## src/design/cvr_pkg.sv

```systemverilog
// cvr_pkg: register map, field positions, reset values and mode codes
// for the comparator and voltage reference control block.
// assumes an 8-bit register port with byte-wide registers at fixed addresses.
package cvr_pkg;

  // register addresses on the plain register port
  localparam logic [7:0] CTRL_ADDR  = 8'h19;
  localparam logic [7:0] VREF_ADDR  = 8'h99;
  localparam logic [7:0] DIR_ADDR   = 8'h85;
  localparam logic [7:0] PINS_ADDR  = 8'h05;
  localparam logic [7:0] FLAG_ADDR  = 8'h0C;

  // comparator_control fields
  localparam int CTRL_RESULT_BIT = 6;
  localparam int CTRL_INV_BIT    = 4;
  localparam int CTRL_CIS_BIT    = 3;
  localparam int CTRL_MODE_LSB   = 0;

  // voltage_reference_control fields
  localparam int VREF_ON_BIT    = 7;
  localparam int VREF_RANGE_BIT = 5;
  localparam int VREF_CODE_LSB  = 0;

  // change flag position in the flag register
  localparam int FLAG_BIT = 3;

  // reset values
  localparam logic [2:0] MODE_RESET  = 3'h0;
  localparam logic [3:0] CODE_RESET  = 4'h0;
  localparam logic [5:0] DIR_RESET   = 6'h3F;

  // mode codes
  localparam logic [2:0] MODE_RESETM = 3'h0;
  localparam logic [2:0] MODE_OFF    = 3'h7;

  // per-mode pin usage: {output mode, internal reference, analog mask[2:0]}
  localparam logic [39:0] MODE_TABLE = {
    5'h00,  // 111 off, comparator pins digital
    5'h0B,  // 110 internal reference, switched input
    5'h19,  // 101 internal reference, output on pin 2
    5'h09,  // 100 internal reference, no output
    5'h1B,  // 011 internal reference, output on pin 2
    5'h03,  // 010 two pins, switched input
    5'h13,  // 001 two pins, output on pin 2
    5'h07   // 000 reset mode, all analog
  };

  // reference tap expressed as a fraction of supply over a common denominator
  localparam int         REF_DEN      = 96;
  localparam int         LOW_STEP     = REF_DEN / 24;
  localparam int         HIGH_STEP    = REF_DEN / 32;
  localparam logic [6:0] HIGH_BASE    = 7'(REF_DEN / 4);

  localparam int PORT_PINS = 6;
  localparam int OUT_PIN   = 2;

endpackage : cvr_pkg

```

## src/design/cvr_control.sv

```systemverilog
// cvr_control: control and status logic around one analog comparator
// and its programmable voltage reference.
// assumes the analog comparator, reference ladder and pad drivers sit
// outside; their raw result arrives asynchronously.
//
// How it works
// - result high when positive above negative
// - invert bit flips the reported result
// - mode field picks one of eight modes
// - direction register still steers comparator pins
// - result bit readable, writes ignored
// - output modes drive pin unsynchronised
// - pin direction bit gates output driver
// - analog pins read back as zero
// - four modes use internal reference
// - thirty-two reference levels over two ranges
// - low range tap is code over 24
// - high range tap quarter plus code/32
// - comparator and reference keep running asleep
// - mode 111 and enable bit power off
// - change while asleep wakes the device
// - waking leaves both control registers alone
// - reset loads mode 000, all off
// - range bit is bit 5, 1 low
// - reference bits 6 and 4 read zero
// - bits 3..0 hold the level code
// - control register field layout fixed
// - any output change sets the flag
// - control register access ends the mismatch
`timescale 1ns/1ps
`default_nettype none
module cvr_control #(
  parameter int PINS = cvr_pkg::PORT_PINS
) (
  // clock and reset
  input  wire logic            core_clk,
  input  wire logic            reset_n,
  // register port
  input  wire logic [7:0]      regAddr,
  input  wire logic [7:0]      regWdata,
  input  wire logic            regWr,
  input  wire logic            regRd,
  output logic      [7:0]      regRdata,
  // analog comparator and reference ladder
  input  wire logic            cmpRaw,
  output logic                 cmpEnable,
  output logic                 inputSwitch,
  output logic                 refToInput,
  output logic                 refEnable,
  output logic                 refRangeLow,
  output logic      [3:0]      refLevel,
  output logic      [6:0]      refTapNum,
  // port pins
  input  wire logic [PINS-1:0] padIn,
  output logic      [PINS-1:0] padOe,
  output logic      [PINS-1:0] analogMask,
  output logic                 compOutPin,
  output logic                 compOutOe,
  // power management
  input  wire logic            sleepActive,
  output logic                 changeFlag,
  output logic                 wakeReq
);

  // control state
  logic            invert_q;
  logic            inSwitch_q;
  logic [2:0]      mode_q;
  logic            refOn_q;
  logic            rangeLow_q;
  logic [3:0]      code_q;
  logic [PINS-1:0] dir_q;
  logic            flag_q;
  logic            copy_q;
  logic            wake_q;

  logic [PINS:0]   syncAll;
  logic            syncRaw;
  logic [PINS-1:0] padSync;
  logic            cmpResult;
  logic            mismatch;
  logic [4:0]      modeInfo;
  logic            outMode;
  logic [PINS-1:0] pinsRead;
  logic            ctrlAccess;
  logic [7:0]      ctrlRead;
  logic [7:0]      vrefRead;

  function automatic logic [4:0] mode_decode(input logic [2:0] m);
    mode_decode = cvr_pkg::MODE_TABLE[5*m +: 5];
  endfunction : mode_decode

  function automatic logic hit(input logic [7:0] a, input logic [7:0] ref_a);
    hit = (a == ref_a);
  endfunction : hit

  // one synchroniser bundle keeps the raw result and pads in step
  cvr_sync #(
    .WIDTH (PINS + 1)
  ) u_sync (
    .core_clk (core_clk),
    .reset_n  (reset_n),
    .asyncIn  ({cmpRaw, padIn}),
    .syncOut  (syncAll)
  );
  assign syncRaw = syncAll[PINS];
  assign padSync = syncAll[PINS-1:0];

  assign cmpResult = syncRaw ^ invert_q;
  assign mismatch  = cmpResult != copy_q;
  assign ctrlAccess = (regWr | regRd) && hit(regAddr, cvr_pkg::CTRL_ADDR);

  // mode decode
  assign modeInfo    = mode_decode(mode_q);
  assign outMode     = modeInfo[4];
  assign refToInput  = modeInfo[3];
  assign cmpEnable   = (mode_q != cvr_pkg::MODE_OFF)
                    && (mode_q != cvr_pkg::MODE_RESETM);
  assign inputSwitch = inSwitch_q;
  assign refEnable   = refOn_q;
  assign refRangeLow = rangeLow_q;
  assign refLevel    = code_q;

  // tap numerator over REF_DEN; the ladder turns it into a voltage
  always_comb begin
    if (rangeLow_q) begin
      refTapNum = 7'(code_q * cvr_pkg::LOW_STEP);
    end else begin
      refTapNum = cvr_pkg::HIGH_BASE + 7'(code_q * cvr_pkg::HIGH_STEP);
    end
  end

  // pins: analog mask covers the three comparator pins only
  generate
    for (genvar i = 0; i < PINS; i++) begin : g_pin
      if (i < 3) begin : g_cmp
        assign analogMask[i] = modeInfo[i];
      end else begin : g_dig
        assign analogMask[i] = 1'b0;
      end
      assign pinsRead[i] = padSync[i] & ~analogMask[i];
      if (i == cvr_pkg::OUT_PIN) begin : g_out
        assign padOe[i] = ~dir_q[i] & ~outMode;
      end else begin : g_norm
        assign padOe[i] = ~dir_q[i];
      end
    end
  endgenerate

  // the pin takes the raw comparator, so its timing is analog, not clocked
  assign compOutPin = (cmpRaw ^ invert_q) & outMode;
  assign compOutOe  = outMode & ~dir_q[cvr_pkg::OUT_PIN];

  // comparator_control: only reset or a write changes it, sleep does not
  always_ff @(posedge core_clk) begin
    if (!reset_n) begin
      invert_q   <= 1'b0;
      inSwitch_q <= 1'b0;
      mode_q     <= cvr_pkg::MODE_RESET;
    end else if (regWr && hit(regAddr, cvr_pkg::CTRL_ADDR)) begin
      invert_q   <= regWdata[cvr_pkg::CTRL_INV_BIT];
      inSwitch_q <= regWdata[cvr_pkg::CTRL_CIS_BIT];
      mode_q     <= regWdata[cvr_pkg::CTRL_MODE_LSB +: 3];
    end
  end

  // voltage_reference_control
  always_ff @(posedge core_clk) begin
    if (!reset_n) begin
      refOn_q    <= 1'b0;
      rangeLow_q <= 1'b0;
      code_q     <= cvr_pkg::CODE_RESET;
    end else if (regWr && hit(regAddr, cvr_pkg::VREF_ADDR)) begin
      refOn_q    <= regWdata[cvr_pkg::VREF_ON_BIT];
      rangeLow_q <= regWdata[cvr_pkg::VREF_RANGE_BIT];
      code_q     <= regWdata[cvr_pkg::VREF_CODE_LSB +: 4];
    end
  end

  // port direction
  always_ff @(posedge core_clk) begin
    if (!reset_n) begin
      dir_q <= cvr_pkg::DIR_RESET;
    end else if (regWr && hit(regAddr, cvr_pkg::DIR_ADDR)) begin
      dir_q <= regWdata[PINS-1:0];
    end
  end

  // copy of the result taken at every control register access
  always_ff @(posedge core_clk) begin
    if (!reset_n) begin
      copy_q <= 1'b0;
    end else if (ctrlAccess) begin
      copy_q <= cmpResult;
    end
  end

  // change flag: a live mismatch wins over a software clear
  always_ff @(posedge core_clk) begin
    if (!reset_n) begin
      flag_q <= 1'b0;
    end else if (mismatch) begin
      flag_q <= 1'b1;
    end else if (regWr && hit(regAddr, cvr_pkg::FLAG_ADDR)) begin
      flag_q <= regWdata[cvr_pkg::FLAG_BIT];
    end
  end
  assign changeFlag = flag_q;

  // no clock gating here, so both units keep running through sleep
  always_ff @(posedge core_clk) begin
    if (!reset_n) begin
      wake_q <= 1'b0;
    end else begin
      wake_q <= sleepActive & cmpEnable & flag_q;
    end
  end
  assign wakeReq = wake_q;

  // read data
  always_comb begin
    ctrlRead = 8'h00;
    ctrlRead[cvr_pkg::CTRL_RESULT_BIT] = cmpResult;
    ctrlRead[cvr_pkg::CTRL_INV_BIT]    = invert_q;
    ctrlRead[cvr_pkg::CTRL_CIS_BIT]    = inSwitch_q;
    ctrlRead[cvr_pkg::CTRL_MODE_LSB +: 3] = mode_q;
    vrefRead = 8'h00;
    vrefRead[cvr_pkg::VREF_ON_BIT]    = refOn_q;
    vrefRead[cvr_pkg::VREF_RANGE_BIT] = rangeLow_q;
    vrefRead[cvr_pkg::VREF_CODE_LSB +: 4] = code_q;
  end

  always_ff @(posedge core_clk) begin
    if (!reset_n) begin
      regRdata <= 8'h00;
    end else if (regRd) begin
      if (hit(regAddr, cvr_pkg::CTRL_ADDR)) begin
        regRdata <= ctrlRead;
      end else if (hit(regAddr, cvr_pkg::VREF_ADDR)) begin
        regRdata <= vrefRead;
      end else if (hit(regAddr, cvr_pkg::DIR_ADDR)) begin
        regRdata <= 8'(dir_q);
      end else if (hit(regAddr, cvr_pkg::PINS_ADDR)) begin
        regRdata <= 8'(pinsRead);
      end else if (hit(regAddr, cvr_pkg::FLAG_ADDR)) begin
        regRdata <= 8'(flag_q) << cvr_pkg::FLAG_BIT;
      end else begin
        regRdata <= 8'h00;
      end
    end else begin
      regRdata <= 8'h00;
    end
  end

  // checks
  result_read_a: assert property (@(posedge core_clk) disable iff (!reset_n)
    regRd && regAddr == cvr_pkg::CTRL_ADDR
    |=> regRdata[6] == ($past(syncRaw) ^ $past(invert_q)))
    else $error("result bit does not follow input and polarity");

  result_ro_a: assert property (@(posedge core_clk) disable iff (!reset_n)
    regWr && regAddr == cvr_pkg::CTRL_ADDR
    |=> mode_q == $past(regWdata[2:0]) && invert_q == $past(regWdata[4])
        && cmpResult == (syncRaw ^ invert_q))
    else $error("control write stored wrong fields");

  out_pin_a: assert property (@(posedge core_clk) disable iff (!reset_n)
    compOutOe == (modeInfo[4] && !dir_q[2]) && (!outMode || !padOe[2]))
    else $error("output pin enable wrong");

  pins_zero_a: assert property (@(posedge core_clk) disable iff (!reset_n)
    regRd && regAddr == cvr_pkg::PINS_ADDR
    |=> (regRdata[2:0] & $past(analogMask[2:0])) == 3'h0)
    else $error("analog pin read nonzero");

  ref_tap_a: assert property (@(posedge core_clk) disable iff (!reset_n)
    refTapNum == (rangeLow_q ? 7'(4 * code_q) : 7'(24 + 3 * code_q)))
    else $error("reference tap wrong");

  vref_unimpl_a: assert property (@(posedge core_clk) disable iff (!reset_n)
    regRd && regAddr == cvr_pkg::VREF_ADDR
    |=> regRdata[6] == 1'b0 && regRdata[4] == 1'b0 && regRdata[5] == $past(rangeLow_q))
    else $error("reference unimplemented bits nonzero");

  reset_state_a: assert property (@(posedge core_clk)
    !reset_n |=> mode_q == 3'h0 && !refOn_q && !cmpEnable && analogMask[2:0] == 3'h7)
    else $error("reset state wrong");

  flag_set_a: assert property (@(posedge core_clk) disable iff (!reset_n)
    mismatch |=> flag_q)
    else $error("change did not set flag");

  access_ends_a: assert property (@(posedge core_clk) disable iff (!reset_n)
    ctrlAccess ##1 !ctrlAccess && $stable(cmpResult) |-> !mismatch)
    else $error("control access did not end mismatch");

  off_mode_a: assert property (@(posedge core_clk) disable iff (!reset_n)
    mode_q == 3'h7 |-> !cmpEnable && !compOutOe)
    else $error("off mode leaves comparator on");

  wake_a: assert property (@(posedge core_clk) disable iff (!reset_n)
    sleepActive && cmpEnable && flag_q |=> wakeReq)
    else $error("no wake on change in sleep");

  hold_regs_a: assert property (@(posedge core_clk) disable iff (!reset_n)
    !regWr |=> $stable(mode_q) && $stable(refOn_q) && $stable(code_q))
    else $error("control changed without a write");

  flag_clear_a: assert property (@(posedge core_clk) disable iff (!reset_n)
    regWr && regAddr == cvr_pkg::FLAG_ADDR && !mismatch
    |=> flag_q == $past(regWdata[cvr_pkg::FLAG_BIT]))
    else $error("software flag write not applied");

  out_modes_a: assert property (@(posedge core_clk) disable iff (!reset_n)
    outMode == (mode_q == 3'h1 || mode_q == 3'h3 || mode_q == 3'h5))
    else $error("pin output in wrong mode");

  ref_modes_a: assert property (@(posedge core_clk) disable iff (!reset_n)
    refToInput == (mode_q >= 3'h3 && mode_q <= 3'h6))
    else $error("reference routed in wrong mode");

  sleep_keep_a: assert property (@(posedge core_clk) disable iff (!reset_n)
    sleepActive && !regWr |=> cmpEnable == $past(cmpEnable) && refEnable == $past(refEnable))
    else $error("sleep switched a unit off");

  // holds only while the raw level is quiet during reset, as the model gives
  result_sync_a: assert property (@(posedge core_clk) disable iff (!reset_n)
    cmpResult == ($past(cmpRaw, 2) ^ invert_q))
    else $error("result not two flops behind raw");

  change_c: cover property (@(posedge core_clk) disable iff (!reset_n)
    mismatch ##1 flag_q ##[1:20] ctrlAccess);
  outmode_c: cover property (@(posedge core_clk) disable iff (!reset_n)
    compOutOe && compOutPin);
  wake_c: cover property (@(posedge core_clk) disable iff (!reset_n)
    sleepActive ##[1:40] wakeReq);
  flagclr_c: cover property (@(posedge core_clk) disable iff (!reset_n)
    flag_q ##1 !flag_q);

endmodule : cvr_control
`default_nettype wire

```

## src/design/cvr_sync.sv

```systemverilog
// cvr_sync: two-flop synchroniser for a bundle of asynchronous levels.
// assumes each bit is an independent level; no word coherence is given.
`timescale 1ns/1ps
`default_nettype none
module cvr_sync #(
  parameter int WIDTH = 1
) (
  // clock and reset
  input  wire logic             core_clk,
  input  wire logic             reset_n,
  // levels
  input  wire logic [WIDTH-1:0] asyncIn,
  output logic      [WIDTH-1:0] syncOut
);
  logic [WIDTH-1:0] meta_q;

  always_ff @(posedge core_clk) begin
    if (!reset_n) begin
      meta_q  <= '0;
      syncOut <= '0;
    end else begin
      meta_q  <= asyncIn;
      syncOut <= meta_q;
    end
  end
endmodule : cvr_sync
`default_nettype wire

```

## config.mk

```make
export PLATFORM = sky130hd
export DESIGN_NAME = cvr_control
export DESIGN_NICKNAME = d
export VERILOG_FILES = /design/src/design/cvr_pkg.sv /design/src/design/cvr_control.sv /design/src/design/cvr_sync.sv
export SDC_FILE = /design/constraint.sdc
export NUM_CORES = 1
export LEC_CHECK = 0
export ABC_AREA = 0
export BUFFER_PORTS_ARGS = -buffer_cell sky130_fd_sc_hd__buf_2
export CAP_MARGIN = 20
export CORE_MARGIN = 4
export CORE_UTILIZATION = 25
export CTS_BUF_LIST = sky130_fd_sc_hd__clkbuf_8
export CTS_CLUSTER_DIAMETER = 200
export CTS_CLUSTER_SIZE = 16
export DETAILED_ROUTE_END_ITERATION = 7
export GPL_ROUTABILITY_DRIVEN = 0
export SYNTH_ARGS = -nofsm -noshare
export SYNTH_HDL_FRONTEND = slang
export SYNTH_SLANG_ARGS = --single-unit
```

## constraint.sdc

```tcl
create_clock -name core_clk -period 2.9 [get_ports core_clk]
set_input_delay 0.145 -clock core_clk [delete_from_list [all_inputs] [get_ports core_clk]]
set_output_delay 0.145 -clock core_clk [all_outputs]
set_load 0.02 [all_outputs]
```

# == Word level (Yosys, flattened, before mapping) ==
# Cells that the tools add are included.
# op_classes
n_eq_ne,7
div_mod_pow,0
n_addsub,1
shift,1
n_lt_le_gt_ge,0
bitwise,23
muxes,8
n_reduce_logical,10
mul,2
# ops
cell,count
$shiftx 40x7->5 const A,1
$eq 8x8->1 const B,2
$mux 7,2
$mux 6,2
$not 1->1,12
$and 1x1->1,8
$eq 8x3->1 const B,1
$eq 8x4->1 const B,1
$eq 8x5->1 const B,1
$mux 8,1
$add 5x6->7 const A,1
$logic_and 1x1->1,6
$mul 3x3->6 const A,1
$mul 4x2->6 const B,1
$mux 4,1
$ne 3x3->1 const B,1
$reduce_bool 3->1,1
$reduce_or 3->1,1
$mux 1,2
$reduce_and 2->1,1
$reduce_bool 2->1,1
$xor 1x1->1,2
$ne 1x1->1,1
$or 1x1->1,1
# totals
ff_bits,42
mem_bits_rw,0
in_bits,28
n_memories,0
latch_bits,0
rom_bits,0
wordCells,66
output_inout_bits,40

# == Longest topological paths before layout ==
# logic_depth
word_depth,8
mapped_depth,7
depth_no_buf,7

# == Hierarchy ==
# A second synthesis with hierarchy kept.
# unflattened
cells_unflattened,218
area_unflattened_um2,2006.9
# modules_own_cells
module,instances,area_per_inst_um2,cells_per_inst,seq_area_each_um2
cvr_control,1,1615.3,189,560.5
cvr_sync,1,391.6,29,280.3

# == Least setup slack after synthesis ==
# Ideal clock, no wire load.
# synth_timing
path_kind,register to output
from,"register code_q[3], in the netlist refLevel[3]"
to,output port refTapNum[4]
n_path_buf,0
stages_incl_launch_ff,7
path_slack_ps,758
arrival_ps,1997
path_cell_list,dfxtp_1 inv_1 ha_1 inv_1 fa_1 xnor2_1 o21ai_0
# synth_via
elab_chain_cells,3
# synth_lines
item,line_no,rtl
from (decl),cvr_control.sv:71,logic [3:0] code_q;
from (signal assigned),cvr_control.sv:172,code_q <= cvr_pkg::CODE_RESET;
from (signal assigned),cvr_control.sv:176,code_q <= regWdata[cvr_pkg::VREF_CODE_LSB +: 4];
$mul 4x2->6,cvr_control.sv:129,refTapNum = cvr_pkg::HIGH_BASE + 7'(code_q * cvr_pkg::HIGH_STEP);
$add 5x6->7,cvr_control.sv:129,
$mux 7,cvr_control.sv:126,if (rangeLow_q) begin
to (decl),cvr_control.sv:52,"output logic [6:0] refTapNum,"
# Every way passes these cells.

# == Final worst setup path ==
# layout_timing
from,"register code_q[2], in the netlist refLevel[2]"
to,output port refTapNum[6]
# The elaborated chain is that of the path after synthesis.

==> flow_summary.yaml <==
outcome:
  status: "completed"
timing:
  worst-slew-pin-transition_ns: 0.570
  final_hold_viol_count: 0
  relSlewSlack: 0.617
  fin_crit_sh: 0.784
  finalSetupViolations: 0
  rsz0062_at_grt: "false"
  fin_tns_setup_ns: 0
  period_needed_ns: 2.27
  slew_viol_final: 0
  finClkSkew_ns: 0.00493
  holdWs_ns: 0.0536
  max_freq_ghz: 0.440
setup_path:
  cp-start-kind: "flop"
  crit_slowest_cell: "dfxtp_1"
  r2r-end: "regRdata[2]"
  r2r_slack_ns: 1.69
  critPathKind: "flop to output pin"
  required_ns: 2.76
  worst-path-max-fanout: 8
  max_stage_delay_ns: 0.40
  path_cells: "ha_1, ha_1, inv_1, fa_1, nor2_1, nor2_1, nor3_1, buf_2"
  ff2ff_path_depth: 4
  cp_data_arrival_time_ns: 2.13
  r2r-start: "mode_q[0]"
  end_kind: "output pin"
logic_synthesis:
  ys_types: 43
  yosysWarnings: 0
  synth_flop_cell: "dfxtp_1"
  avgSynthCellArea_um2: 9.55
  synth_top_cell_area_share: 0.430
  yosys-top-cells-count: "dfxtp_1 (42), mux2i_1 (18), inv_1 (15), nor2b_1 (15)"
  syn_area_um2: 1960
  synth-edff-count: 0
  yosys_register_bits: 42
  ys_seq_area_frac: 0.430
  yosysMostFrequentCell: "dfxtp_1"
  synthCells: 205
  yosys.area.top_type: "dfxtp_1"
  ys_async_sr_fraction: 0
  ys_top_cells_by_area: "dfxtp_1 (43%), mux2i_1 (9.2%), nor2b_1 (4.8%)"
power_and_ir_drop:
  p_per_area_nw_per_um2: 429
  ir_drop_v: 0.000232
  p_leak_nw: 1.09
clock_network:
  cts_resized: 0
  cts_buffer_depth: 2
  post_cts_buffers: 0
  clockRootBuffer: "clkbuf_8"
  clk_pin_slew_worst_paths_ns: 0.08
  htreeDepth: 2
  numCtsBuffers: 5
  cts.hold.buffers_added: 0
  numClockSinks: 42
  clock_latency_ns: 0.30
  cts_tree: "yes"
worst_hold_path:
  hold_path_depth: 2
  hold_class: "input port to flop"
  min_from: "padIn[1]"
  min_to: "u_sync.meta_q[1]"
final_layout:
  syn_to_final_growth_pct: 24.6
  drive_gt1_frac: 0.300
  nets: 301
grt:
  grt_use_total: 0.107
  grt_pass1_wl_um: 7510
  antenna_found_initial: 0
  grt-ovfl-total: 0
  grt_pass1_vias: 1510
  grt_max_degree: 38
route:
  first_pass_iters: 4
  vias: 1545
  drtAntennaViolNets: 0
  drtIter0Drc: 55
  wl_per_cell_um: 12.9
  avgViaCountPerCell: 4.21
  route.detailed.drc: 0
  routed_wl_um: 4750
placed_design:
  port_buffers: 63
  dp_hpwl_um: 3620
floorplan:
  fp.dieW_um: 96.5
  ios: 68
  row_count: 31
  dieHeight_um: 96.5
  start_util: 0.263
  fp.coreArea_um2: 7450
  dieArea_um2: 9310
flow_run:
  max-cap-violations: 0
## worst max-delay path: cells and delay by family, from the launching register on
family,cells,cell delay (ns)
buf+inv,2,0.25
flops,1,0.40
simple gates,3,0.29
fa+ha+maj,3,0.89
## worst max path at each step
stage | end | from
2_1_floorplan | refTapNum[4] | refLevel[3]
3_3_place_gp | refTapNum[6] | refLevel[2]
3_5_place_dp | refTapNum[4] | refLevel[2]
4_1_cts | refTapNum[4] | refLevel[2]
5_1_grt | refTapNum[6] | refLevel[2]
6_report | refTapNum[6] | refLevel[2]
## flip-flops by register name (all words and copies together) (netlist names)
name            count
changeFlag          1
u_sync.syncOut      7
refRangeLow         1
regRdata            8
wakeReq             1
inputSwitch         1
dir_q               6
invert_q            1
u_sync.meta_q       7
refEnable           1
mode_q              3
refLevel            4
copy_q              1
## routing by layer
layer	routed length, µm	global-route usage	up-vias
met5	0	0	-
met4	42	0.0350	0
met3	345	0.0356	4
met2	2100	0.163	44
met1	2260	0.141	691
li1	-	-	806
## power by group
| group | total [mW] | switching, mW | internal (mW) |
|---|---|---|---|
| combinational | 0.0719 | 0.0406 | 0.0313 |
| sequential | 0.589 | 0.00313 | 0.586 |
| clock | 0.384 | 0.196 | 0.189 |
## kinds of logic after synthesis
family                     share of synthesized area
buffers and inverters                         0.0671
and+or+nand+nor                                0.237
adders and majority gates                     0.0524
xor gates and xnor gates                      0.0269
muxes                                          0.109
AOI/OAI and AO/OA                             0.0755
other                                        0.00192
DFF                                            0.430
## cells in the final DEF, fill, tap and decap left out, drive strengths merged, types with 2 or more instances in the layout
cell,netlist,layout
o22ai,3,3
dfxtp,42,42
nor2b,15,15
a21oi,4,4
nor4,2,2
buf,5,65
nand2,14,14
nand3,4,4
mux2,3,3
xnor2,5,5
and2,14,14
conb,1,3
ha,5,5
nor3,7,7
o211ai,5,5
inv,15,16
and3,2,2
mux2i,18,18
nor3b,2,2
o21ai,3,3
nor2,11,11
fa,2,2
clkbuf,7,6
## through the flow
| stage | util | cells | area (µm²) | worst slack [ns] | power, mW |
|---|---|---|---|---|---|
| global placement | 0.315 | 358 | 2340 | 0.989 | 0.674 |
| detailed placement | 0.315 | 358 | 2340 | 0.936 | 0.675 |
| global route | 0.327 | 366 | 2430 | 0.456 | 1.10 |
| finish | 0.327 | 367 | 2440 | 0.628 | 1.05 |
| CTS | 0.327 | 366 | 2430 | 0.605 | 1.06 |
| floorplan | - | 207 | 1960 | 0.758 | 0.647 |
## final cells by class
class	instances	area, µm²
clock buffers	6	82.6
multi-input cells	137	992
fillers	819	5010
inverters	15	56.3
repair buffers	65	330
diodes	1	2.50
clock inverters	2	8.76
well taps	99	124
flip-flops and latches	42	841
No activity file was read; power rests on OpenSTA's default activity.
